`src/logic/rea_pkg.sv`:
```
package rea_pkg;

	// ---------------------------------------------------------------
	// Register map
	// ---------------------------------------------------------------
	localparam logic [7:0] ADDR_WAVE_SEL    = 8'h0d;
	localparam logic [7:0] ADDR_CREEP_MODE  = 8'h0e;
	localparam logic [7:0] ADDR_ACC_MODE    = 8'h0f;
	localparam logic [7:0] ADDR_IRQ_EN_ONE  = 8'hd9;
	localparam logic [7:0] ADDR_IRQ_EN_THR  = 8'hdb;
	localparam logic [7:0] ADDR_IRQ_ST_ONE  = 8'hdc;
	localparam logic [7:0] ADDR_ENERGY_HI   = 8'he0;
	localparam logic [7:0] ADDR_ENERGY_MID  = 8'he1;
	localparam logic [7:0] ADDR_ENERGY_LO   = 8'he2;
	localparam logic [7:0] ADDR_RCLR_HI     = 8'he4;
	localparam logic [7:0] ADDR_RCLR_MID    = 8'he5;
	localparam logic [7:0] ADDR_RCLR_LO     = 8'he6;
	localparam logic [7:0] ADDR_DIVIDER     = 8'he8;
	localparam logic [7:0] ADDR_IRQ_ST_THR  = 8'he9;
	localparam logic [7:0] ADDR_WAVE_DATA_H = 8'hea;
	localparam logic [7:0] ADDR_WAVE_DATA_M = 8'heb;
	localparam logic [7:0] ADDR_WAVE_DATA_L = 8'hec;

	// ---------------------------------------------------------------
	// Field positions
	// ---------------------------------------------------------------
	localparam int BIT_ACC_SIGN_POL  = 4;
	localparam int BIT_ACC_ANTITAMP  = 5;
	localparam int BIT_ACC_ABSOLUTE  = 6;
	localparam int LSB_CREEP_SEL     = 2;
	localparam int LSB_WAVE_SRC      = 0;
	localparam int LSB_WAVE_RATE     = 3;
	localparam int BIT_ST_SIGN       = 1;
	localparam int BIT_ST_CREEP      = 2;
	localparam int BIT_ST_HALF       = 3;
	localparam int BIT_ST_OVER       = 4;
	localparam int BIT_ST3_WAVE      = 0;
	localparam int BIT_EN3_WAVE      = 0;
	localparam logic [2:0] WAVE_SRC_REACTIVE = 3'h2;

	// ---------------------------------------------------------------
	// Widths, reset values and timing
	// ---------------------------------------------------------------
	localparam int ACC_W    = 49;
	localparam int VIS_W    = 24;
	localparam int PWR_W    = 24;
	localparam int STEP_CYCLES  = 5;
	localparam int RATE_BASE_DIV = 8;
	localparam logic [7:0] RESET_BYTE = 8'h00;

	// No-load thresholds as fractions of full scale, in parts per 2**24.
	localparam logic [23:0] CREEP_T1 = 24'h000a12;
	localparam logic [23:0] CREEP_T2 = 24'h000509;
	localparam logic [23:0] CREEP_T3 = 24'h00026d;

	// Which byte of a 24-bit word a register index selects.
	typedef enum {SEL_HI, SEL_MID, SEL_LO} rea_byte_e;

endpackage

```
`src/logic/rea_div_if.sv`:
```
`timescale 1ns/1ps
interface rea_div_if;
	import rea_pkg::*;
	logic                     start;
	logic [PWR_W-1:0]         dividend;
	logic [7:0]               divisor;
	logic                     done;
	logic [PWR_W-1:0]         quotient;
	modport master (output start, output dividend, output divisor,
			input done, input quotient);
	modport slave  (input start, input dividend, input divisor,
			output done, output quotient);
endinterface

```
`src/logic/rea_accumulator.sv`:
```
`timescale 1ns/1ps
module rea_accumulator
	import rea_pkg::*;
#(
	parameter int WAVE_BASE_DIV = RATE_BASE_DIV
)
(
	input  wire logic             REF_CLK,
	input  wire logic             RST_N,
	input  wire logic [7:0]       ADDR,
	input  wire logic [7:0]       WDATA,
	input  wire logic             WR,
	input  wire logic             RD,
	output logic      [7:0]       RDATA,
	input  wire logic [PWR_W-1:0] REACTIVE_POWER,
	input  wire logic             ACTIVE_NEGATIVE,
	output logic                  IRQ,
	output logic                  WAVE_STROBE
);
	typedef struct packed {
		logic [7:0]       wave_sel;
		logic [7:0]       creep_mode;
		logic [7:0]       acc_mode;
		logic [7:0]       en_one;
		logic [7:0]       en_three;
		logic [7:0]       st_one;
		logic [7:0]       st_three;
		logic [7:0]       divider;
		logic [ACC_W-1:0] acc;
		logic [2:0]       step;
		logic             prev_neg;
		logic             have_prev;
		logic             creep;
		logic             neg_act;
		logic [7:0]       wave_cnt;
		logic [PWR_W-1:0] wave_data;
		logic [7:0]       rdata;
		logic             wave_stb;
	} rea_state_s;

	rea_state_s st_q;
	rea_state_s st_d;

	rea_div_if div ();

	// Divider runs once per accumulation step on the magnitude of power.
	rea_divider u_div (
		.REF_CLK (REF_CLK),
		.RST_N   (RST_N),
		.div     (div.slave)
	);

	// ---------------------------------------------------------------
	// Helpers
	// ---------------------------------------------------------------
	// Threshold for a selector code; zero means detection is off.
	function automatic logic [PWR_W-1:0] creep_level(input logic [1:0] sel);
		case (sel)
			2'h1:    creep_level = CREEP_T1;
			2'h2:    creep_level = CREEP_T2;
			2'h3:    creep_level = CREEP_T3;
			default: creep_level = '0;
		endcase
	endfunction

	// Which byte of a 24-bit word a register address selects.
	function automatic logic [7:0] pick(input logic [23:0] w, input rea_byte_e b);
		case (b)
			SEL_HI:  pick = w[23:16];
			SEL_MID: pick = w[15:8];
			default: pick = w[7:0];
		endcase
	endfunction

	logic [PWR_W-1:0] mag;
	logic             pwr_neg;
	logic             step_tick;
	logic [ACC_W-1:0] addend;
	logic [ACC_W-1:0] acc_new;
	logic [VIS_W-1:0] vis_old;
	logic [VIS_W-1:0] vis_new;
	logic             do_sub;
	logic [7:0]       rd_byte;
	logic             rclr_lo;
	logic             abs_mode;
	logic             tamp_mode;
	logic [7:0]       rate_lim;

	// sign taken from the two's complement MSB.
	assign pwr_neg  = REACTIVE_POWER[PWR_W-1];
	assign mag      = pwr_neg ? PWR_W'(-REACTIVE_POWER) : REACTIVE_POWER;
	assign step_tick = (st_q.step == 3'(STEP_CYCLES - 1));
	assign abs_mode  = st_q.acc_mode[BIT_ACC_ABSOLUTE];
	assign tamp_mode = st_q.acc_mode[BIT_ACC_ANTITAMP];

	assign div.start    = step_tick;
	assign div.dividend = mag;
	assign div.divisor  = st_q.divider;
	assign addend       = {{(ACC_W-PWR_W){1'b0}}, div.quotient};

	// Direction of the add, by mode; absolute overrides antitamper.
	always_comb begin
		if (abs_mode) begin
			do_sub = 1'b0;
		end else if (tamp_mode) begin
			do_sub = st_q.neg_act ^ st_q.prev_neg;
		end else begin
			do_sub = st_q.prev_neg;
		end
	end

	assign acc_new = do_sub ? st_q.acc - addend : st_q.acc + addend;
	assign vis_old = st_q.acc[ACC_W-1 -: VIS_W];
	assign vis_new = acc_new[ACC_W-1 -: VIS_W];
	assign rclr_lo = RD && (ADDR == ADDR_RCLR_LO);
	assign rate_lim = 8'(WAVE_BASE_DIV << st_q.wave_sel[LSB_WAVE_RATE +: 2]);

	// ---------------------------------------------------------------
	// Read mux
	// ---------------------------------------------------------------
	// Multi-byte values are read high byte first; the low byte of the
	// read-clear word triggers the clear, so software reads it last.
	always_comb begin
		case (ADDR)
			ADDR_WAVE_SEL:    rd_byte = st_q.wave_sel;
			ADDR_CREEP_MODE:  rd_byte = st_q.creep_mode;
			ADDR_ACC_MODE:    rd_byte = st_q.acc_mode;
			ADDR_IRQ_EN_ONE:  rd_byte = st_q.en_one;
			ADDR_IRQ_EN_THR:  rd_byte = st_q.en_three;
			ADDR_IRQ_ST_ONE:  rd_byte = st_q.st_one;
			ADDR_IRQ_ST_THR:  rd_byte = st_q.st_three;
			ADDR_DIVIDER:     rd_byte = st_q.divider;
			ADDR_ENERGY_HI,
			ADDR_RCLR_HI:     rd_byte = pick(vis_old, SEL_HI);
			ADDR_ENERGY_MID,
			ADDR_RCLR_MID:    rd_byte = pick(vis_old, SEL_MID);
			ADDR_ENERGY_LO,
			ADDR_RCLR_LO:     rd_byte = pick(vis_old, SEL_LO);
			ADDR_WAVE_DATA_H: rd_byte = pick(st_q.wave_data, SEL_HI);
			ADDR_WAVE_DATA_M: rd_byte = pick(st_q.wave_data, SEL_MID);
			ADDR_WAVE_DATA_L: rd_byte = pick(st_q.wave_data, SEL_LO);
			default:          rd_byte = RESET_BYTE; // Unmapped reads as zero.
		endcase
	end

	// ---------------------------------------------------------------
	// Next state
	// ---------------------------------------------------------------
	always_comb begin
		st_d = st_q;
		st_d.wave_stb = 1'b0;
		st_d.rdata = RD ? rd_byte : RESET_BYTE;

		// Software clears first so that a same-cycle event below wins.
		if (WR) begin
			case (ADDR)
				ADDR_WAVE_SEL:   st_d.wave_sel = WDATA;
				ADDR_CREEP_MODE: st_d.creep_mode = WDATA;
				ADDR_ACC_MODE:   st_d.acc_mode = WDATA;
				ADDR_IRQ_EN_ONE: st_d.en_one = WDATA;
				ADDR_IRQ_EN_THR: st_d.en_three = WDATA;
				ADDR_IRQ_ST_ONE: st_d.st_one = st_q.st_one & ~WDATA;
				ADDR_IRQ_ST_THR: st_d.st_three = st_q.st_three & ~WDATA;
				ADDR_DIVIDER:    st_d.divider = WDATA;
				default:         st_d.divider = st_q.divider;
			endcase
		end

		// Five-cycle step timer.
		st_d.step = step_tick ? 3'h0 : st_q.step + 3'h1;

		// Sample power once per step; compare with the previous sample.
		if (step_tick) begin
			st_d.prev_neg  = pwr_neg;
			st_d.have_prev = 1'b1;
			st_d.neg_act   = ACTIVE_NEGATIVE;
			st_d.creep = (creep_level(st_q.creep_mode[LSB_CREEP_SEL +: 2]) != '0)
				&& (mag < creep_level(st_q.creep_mode[LSB_CREEP_SEL +: 2]));
			if (st_q.have_prev && (st_q.prev_neg != pwr_neg)) begin
				if (st_q.acc_mode[BIT_ACC_SIGN_POL] ? !pwr_neg : pwr_neg) begin
					st_d.st_one[BIT_ST_SIGN] = 1'b1;
				end
			end
		end

		// Creep flag re-asserts every cycle while the condition holds.
		if (st_q.creep) begin
			st_d.st_one[BIT_ST_CREEP] = 1'b1;
		end

		// Add the divided sample unless the load is below threshold.
		if (div.done && !st_q.creep) begin
			st_d.acc = acc_new;
			// Top two visible bits: 00 to 01 or 11 to 10 is half full, 01 and 10 swapping is a wrap.
			if ((vis_old[VIS_W-1 -: 2] == 2'h0 && vis_new[VIS_W-1 -: 2] == 2'h1)
				|| (vis_old[VIS_W-1 -: 2] == 2'h3 && vis_new[VIS_W-1 -: 2] == 2'h2)) begin
				st_d.st_one[BIT_ST_HALF] = 1'b1;
			end
			if ((vis_old[VIS_W-1 -: 2] == 2'h1 && vis_new[VIS_W-1 -: 2] == 2'h2)
				|| (vis_old[VIS_W-1 -: 2] == 2'h2 && vis_new[VIS_W-1 -: 2] == 2'h1)) begin
				st_d.st_one[BIT_ST_OVER] = 1'b1;
			end
		end

		// Read-clear empties the visible bits, keeping the hidden fraction.
		if (rclr_lo) begin
			st_d.acc[ACC_W-1 -: VIS_W] = '0;
			if (div.done && !st_q.creep) begin
				st_d.acc[ACC_W-1 -: VIS_W] = VIS_W'(vis_new - vis_old);
			end
		end

		// Waveform sampler, rate set by a power-of-two divider of steps.
		if (step_tick) begin
			if (st_q.wave_cnt >= rate_lim - 8'h01) begin
				st_d.wave_cnt = 8'h00;
				if (st_q.wave_sel[LSB_WAVE_SRC +: 3] == WAVE_SRC_REACTIVE
					&& st_q.en_three[BIT_EN3_WAVE]) begin
					st_d.wave_data = REACTIVE_POWER;
					st_d.wave_stb  = 1'b1;
					st_d.st_three[BIT_ST3_WAVE] = 1'b1;
				end
			end else begin
				st_d.wave_cnt = st_q.wave_cnt + 8'h01;
			end
		end
	end

	// State register; all modes reset to off.
	always_ff @(posedge REF_CLK or negedge RST_N) begin
		if (!RST_N) begin
			st_q <= '0;
		end else begin
			st_q <= st_d;
		end
	end

	// Level interrupt held while any enabled flag stands.
	assign IRQ = |(st_q.st_one & st_q.en_one) | |(st_q.st_three & st_q.en_three);
	assign RDATA = st_q.rdata;
	assign WAVE_STROBE = st_q.wave_stb;
endmodule

```
`src/logic/rea_divider.sv`:
```
`timescale 1ns/1ps
// Unsigned restoring divider, all quotient bits in the cycle after start.
// A bit-serial loop would need PWR_W cycles, but a new sample starts it every
// accumulation step, so it would be restarted before it could finish.
// A divisor of zero is treated as one, so the quotient equals the dividend.
module rea_divider
	import rea_pkg::*;
(
	input  wire logic REF_CLK,
	input  wire logic RST_N,
	rea_div_if.slave  div
);
	typedef struct packed {
		logic [PWR_W-1:0] quo;
		logic [PWR_W-1:0] num;
		logic [7:0]       den;
		logic             busy;
		logic             done;
	} rea_div_s;

	rea_div_s         st_q;
	rea_div_s         st_d;
	logic [PWR_W:0]   trial;
	logic [PWR_W-1:0] rem_w;
	logic [PWR_W-1:0] quo_w;

	// ---------------------------------------------------------------
	// Iteration
	// ---------------------------------------------------------------
	// Shift-subtract loop unrolled over every quotient bit.
	// The remainder stays below the 8-bit divisor, so the top bit of the trial is the borrow.
	always_comb begin
		rem_w = '0;
		quo_w = '0;
		trial = '0;
		for (int i = PWR_W - 1; i >= 0; i--) begin
			trial = {rem_w, st_q.num[i]} - {{(PWR_W-7){1'b0}}, st_q.den};
			if (!trial[PWR_W]) begin
				rem_w    = trial[PWR_W-1:0];
				quo_w[i] = 1'b1;
			end else begin
				rem_w = {rem_w[PWR_W-2:0], st_q.num[i]};
			end
		end
	end

	// Latch the operands on start; the quotient is registered one cycle later.
	always_comb begin
		st_d      = st_q;
		st_d.done = 1'b0;
		if (div.start) begin
			st_d.num  = div.dividend;
			st_d.den  = (div.divisor == 8'h00) ? 8'h01 : div.divisor;
			st_d.busy = 1'b1;
		end else if (st_q.busy) begin
			st_d.quo  = quo_w;
			st_d.busy = 1'b0;
			st_d.done = 1'b1;
		end
	end

	// State register.
	always_ff @(posedge REF_CLK or negedge RST_N) begin
		if (!RST_N) begin
			st_q <= '0;
		end else begin
			st_q <= st_d;
		end
	end

	assign div.done     = st_q.done;
	assign div.quotient = st_q.quo;
endmodule

```
`config.mk`:
```
export PLATFORM = sky130hd
export DESIGN_NAME = rea_accumulator
export DESIGN_NICKNAME = d
export VERILOG_FILES = /design/src/logic/rea_pkg.sv /design/src/logic/rea_div_if.sv /design/src/logic/rea_accumulator.sv /design/src/logic/rea_divider.sv
export SDC_FILE = /design/constraint.sdc
export NUM_CORES = 1
export LEC_CHECK = 0
export ABC_AREA = 0
export BUFFER_PORTS_ARGS = -buffer_cell sky130_fd_sc_hd__buf_2
export CAP_MARGIN = 10
export CORE_UTILIZATION = 43
export CTS_CLUSTER_SIZE = 12
export DETAILED_ROUTE_END_ITERATION = 8
export GPL_TIMING_DRIVEN = 0
export SYNTH_ARGS = -nofsm -noshare
export SYNTH_HDL_FRONTEND = slang
export SYNTH_HIERARCHICAL = 1
export SYNTH_SLANG_ARGS = --single-unit
```
`constraint.sdc`:
```
create_clock -name REF_CLK -period 77.7 [get_ports REF_CLK]
set_input_delay 11.655 -clock REF_CLK [delete_from_list [all_inputs] [get_ports REF_CLK]]
set_output_delay 11.655 -clock REF_CLK [all_outputs]
set_load 0.02 [all_outputs]
```
==> flow_summary.rst <==
.. list-table::
   :header-rows: 1

   * - Metric
     - Value
   * - Global-route track usage on met3
     - 1.63%
   * - Area inside the core boundary
     - 80500 µm²
   * - Most congested layer reported by global routing
     - met2
   * - Yosys synthesis warning count
     - 6
   * - Worst-case setup margin in the final layout
     - 5.95 ns
   * - Cell repeated most along the worst path
     - sky130_fd_sc_hd__a21oi_1
   * - Vias per cell
     - 6.10
   * - Data required time at the worst endpoint
     - 78.16 ns
   * - Depth of the CTS H-tree
     - 1
   * - Worst Clk Skew
     - 0.0269 ns
   * - Synthesized cell area
     - 35000 µm²
   * - Crit path arrival time
     - 72.21 ns
   * - Global-route met1 utilization
     - 36.6%
   * - Post-detailed-routing wire length
     - 108000 µm
   * - CTS clock-pin slew for the worst setup and hold paths
     - 0.06 ns
   * - Endpoints failing setup
     - 0
   * - Design area
     - 37800 µm²
   * - Number of placement rows
     - 104
   * - Total gr overflow
     - 0
   * - Buffer type at the clock tree root
     - sky130_fd_sc_hd__clkbuf_16
   * - Minimum clock period
     - 71.75 ns
   * - EDFF count, synth
     - 0
   * - Effective utilization at floorplan
     - 43.4%
   * - Result of the run
     - complete, no violations
   * - Sequential area share after synthesis
     - 15.7%
   * - Number of buffers inserted during clock tree synthesis
     - 26
   * - Final Net Count
     - 5019
   * - Library cell contributing the largest single delay on the critical path
     - sky130_fd_sc_hd__nor4_1
   * - Total negative slack
     - 0 ns
   * - Utilization after layout
     - 46.9%
   * - Number of optimization iterations in the first detailed-route pass
     - 6
   * - Final HPWL from detailed placement
     - 87500 µm
   * - Final estimated routing congestion in global placement
     - 0.934
   * - Port Buffers
     - 50
   * - DR iter-0 viols
     - 2671
   * - Sort of element at the start of the critical path
     - register
   * - Initial antenna violation count
     - 2
   * - Total count of max-transition violations in the final report
     - 0
   * - Layout overhead on the synthesized area
     - 7.98%
   * - Worst Path Max Fanout
     - 25
   * - Post-route DRC violation count
     - 0
   * - Post-Place Setup Slack
     - 1.33 ns
   * - Die span in x
     - 287 µm
   * - Io pins
     - 55
   * - Number of distinct library cell variants in the gate-level netlist after synthesis
     - 133
   * - Die Area
     - 82500 µm²
   * - First-pass GRT wire length
     - 175000 µm
   * - Die boundary height
     - 287 µm
   * - GRT Overall Usage
     - 25.5%
   * - Worst min-delay path category
     - register to register
   * - Tightest slew margin relative to the limit
     - 11.8%
   * - DR WL/cell
     - 18.8 µm
   * - Max-cap check violation count
     - 0
   * - Via count of the first global-routing pass
     - 32500
   * - Kind of end point of the critical path
     - register
   * - Worst Setup Path Type
     - register to register
   * - Worst-Margin Slew
     - 1.31 ns
   * - Vias
     - 35100
   * - Gate Count Post-Synth
     - 4584
   * - Latest clock arrival within the worst-skew pair
     - 0.57 ns
   * - CTS Buffer Depth
     - 3
   * - Number of nets still failing antenna checks after routing
     - 0
   * - Final Hold Vio Count
     - 0
   * - N_diodes
     - 0
   * - Share of cells above drive strength 1
     - 10.1%
   * - F_max
     - 0.0139 GHz
   * - CTS tree
     - done
   * - Period Utilization, post-route
     - 92.3%
   * - Largest stage delay on the critical path
     - 0.82 ns
   * - Placed inst area
     - 36700 µm²
   * - Mean cell area of the mapped netlist
     - 7.63 µm²
   * - Pin count of the biggest net entering global routing
     - 108
   * - Met2 usage in global routing
     - 41.8%
   * - Number of register bits inferred by synthesis
     - 219
   * - Synth async-reset ratio
     - 100%
   * - Main flop type after synthesis
     - sky130_fd_sc_hd__dfrtp_1
   * - Clock tree sinks
     - 219
==> what timing repair did <==
item / CTS / global route
setup buffers: 0 / 5
endpoints found under the setup margin: 0 / 2
resized for setup: 0 / 42
hold buffers: 0 / 0
==> sequential cells by signal, summed over array words and instances, names as in the netlist <==
name	flops
RDATA	8
WAVE_STROBE	1
abs_mode	1
div.divisor	8
st_q	143
u_div/div.done	1
u_div/div.quotient	24
u_div/st_q	33
==> stage by stage <==
stage | hold WS [ns] | std cells
final | 0.464 | 5753
after global routing | 0.477 | 5753
after CTS | 0.466 | 5748
after detailed placement | 0.457 | 5701
after global placement | 0.452 | 5696
after floorplan | 0.432 | 4586
==> cell usage after synthesis (all sizes together) (100+ instances only) <==
cell | instances | area, µm²
nand2 | 459 | 1720
a21oi | 372 | 1910
nor2 | 359 | 1350
o21ai | 348 | 1760
ha | 276 | 3450
xnor2 | 249 | 2220
dfrtp | 219 | 5480
inv | 205 | 769
nor3 | 132 | 744
mux2 | 127 | 1440
nand3 | 125 | 641
a21o | 123 | 923
xor2 | 107 | 960
clkbuf | 100 | 375
==> cells in the final DEF (no fill, tap or decap), types with 24 or more instances in the layout <==
cell type                   instances
sky130_fd_sc_hd__nor3_1           118
sky130_fd_sc_hd__o21a_1            37
sky130_fd_sc_hd__o21bai_1          67
sky130_fd_sc_hd__or2_2             25
sky130_fd_sc_hd__clkbuf_1          91
sky130_fd_sc_hd__nand3_1          122
sky130_fd_sc_hd__nor4_1            45
sky130_fd_sc_hd__o21ai_1           37
sky130_fd_sc_hd__a221oi_1          24
sky130_fd_sc_hd__nor2b_1           37
sky130_fd_sc_hd__xnor2_1          244
sky130_fd_sc_hd__dfrtp_1          217
sky130_fd_sc_hd__o21ai_0          301
sky130_fd_sc_hd__and4_1            30
sky130_fd_sc_hd__nand2_1          458
sky130_fd_sc_hd__clkbuf_16         26
sky130_fd_sc_hd__nor2_1           357
sky130_fd_sc_hd__nand4_1           64
sky130_fd_sc_hd__o31ai_1           50
sky130_fd_sc_hd__ha_1             276
sky130_fd_sc_hd__inv_1            204
sky130_fd_sc_hd__and3_1            47
sky130_fd_sc_hd__xor2_1           104
sky130_fd_sc_hd__a21o_1           123
sky130_fd_sc_hd__a21oi_1          361
sky130_fd_sc_hd__buf_4             42
sky130_fd_sc_hd__o211ai_1          50
sky130_fd_sc_hd__fa_1              24
sky130_fd_sc_hd__or3_1             52
sky130_fd_sc_hd__and2_1            59
sky130_fd_sc_hd__a31oi_1           53
sky130_fd_sc_hd__a211oi_1          49
sky130_fd_sc_hd__mux2_2           117
sky130_fd_sc_hd__nand2b_1          67
sky130_fd_sc_hd__mux2i_1           47
sky130_fd_sc_hd__buf_2             74
==> kinds of logic after synthesis <==
kind of cell,after synthesis,synth area share (%)
and+or+nand+nor,1624,24.0
buffers and inverters,374,4.50
muxes,175,5.50
adders and majority gates,300,11.2
xor gates and xnor gates,356,9.08
other,1,0.0107
DFF,219,15.7
AOI/OAI and AO/OA,1535,30.0
==> cell type report <==
cell class,count,area (µm²)
buffer,166,807
sequential,219,5490
inverter,206,773
tap,1060,1330
clock buffer,37,752
timing repair buffer,62,468
fill,8187,42800
clock inverter,10,149
multi-input combinational,3993,28000
==> critical path: cells and delay by family (launching register included) <==
kind	cells	cell delay (ns)
AO/OA/AOI/OAI	158	33.16
XOR/XNOR	2	0.58
adder cells (fa/ha/maj)	25	9.21
multiplexers	12	4.30
AND/OR/NAND/NOR	75	15.81
flip-flops	1	0.62
buffers and inverters	29	7.77
==> worst paths after layout <==
kind / to / slack [ns] / cells past startpoint / start
max reg2reg: u_div/div.quotient[0] / 5.95 / 301 / u_div/st_q[2]
max in group asynchronous: st_q[45] / 65.52 / 3 / RST_N
min: st_q[45] / 0.46 / 1 / st_q[45]
max: u_div/div.quotient[0] / 5.95 / 301 / u_div/st_q[2]
min in group asynchronous: st_q[90] / 10.95 / 1 / RST_N
min reg2reg: st_q[45] / 0.46 / 1 / st_q[45]
==> layer usage <==
metal  vias to the layer above  part of all wire, %
met4                         2                  2.1
li1                      17400                    -
met5                         -               0.0065
met3                       161                  4.5
met1                     16600                   49
met2                       919                   45
Power is left out: the tool's default activity adds up to more than one toggle a clock period on the data nets, which glitch-free logic cannot reach.
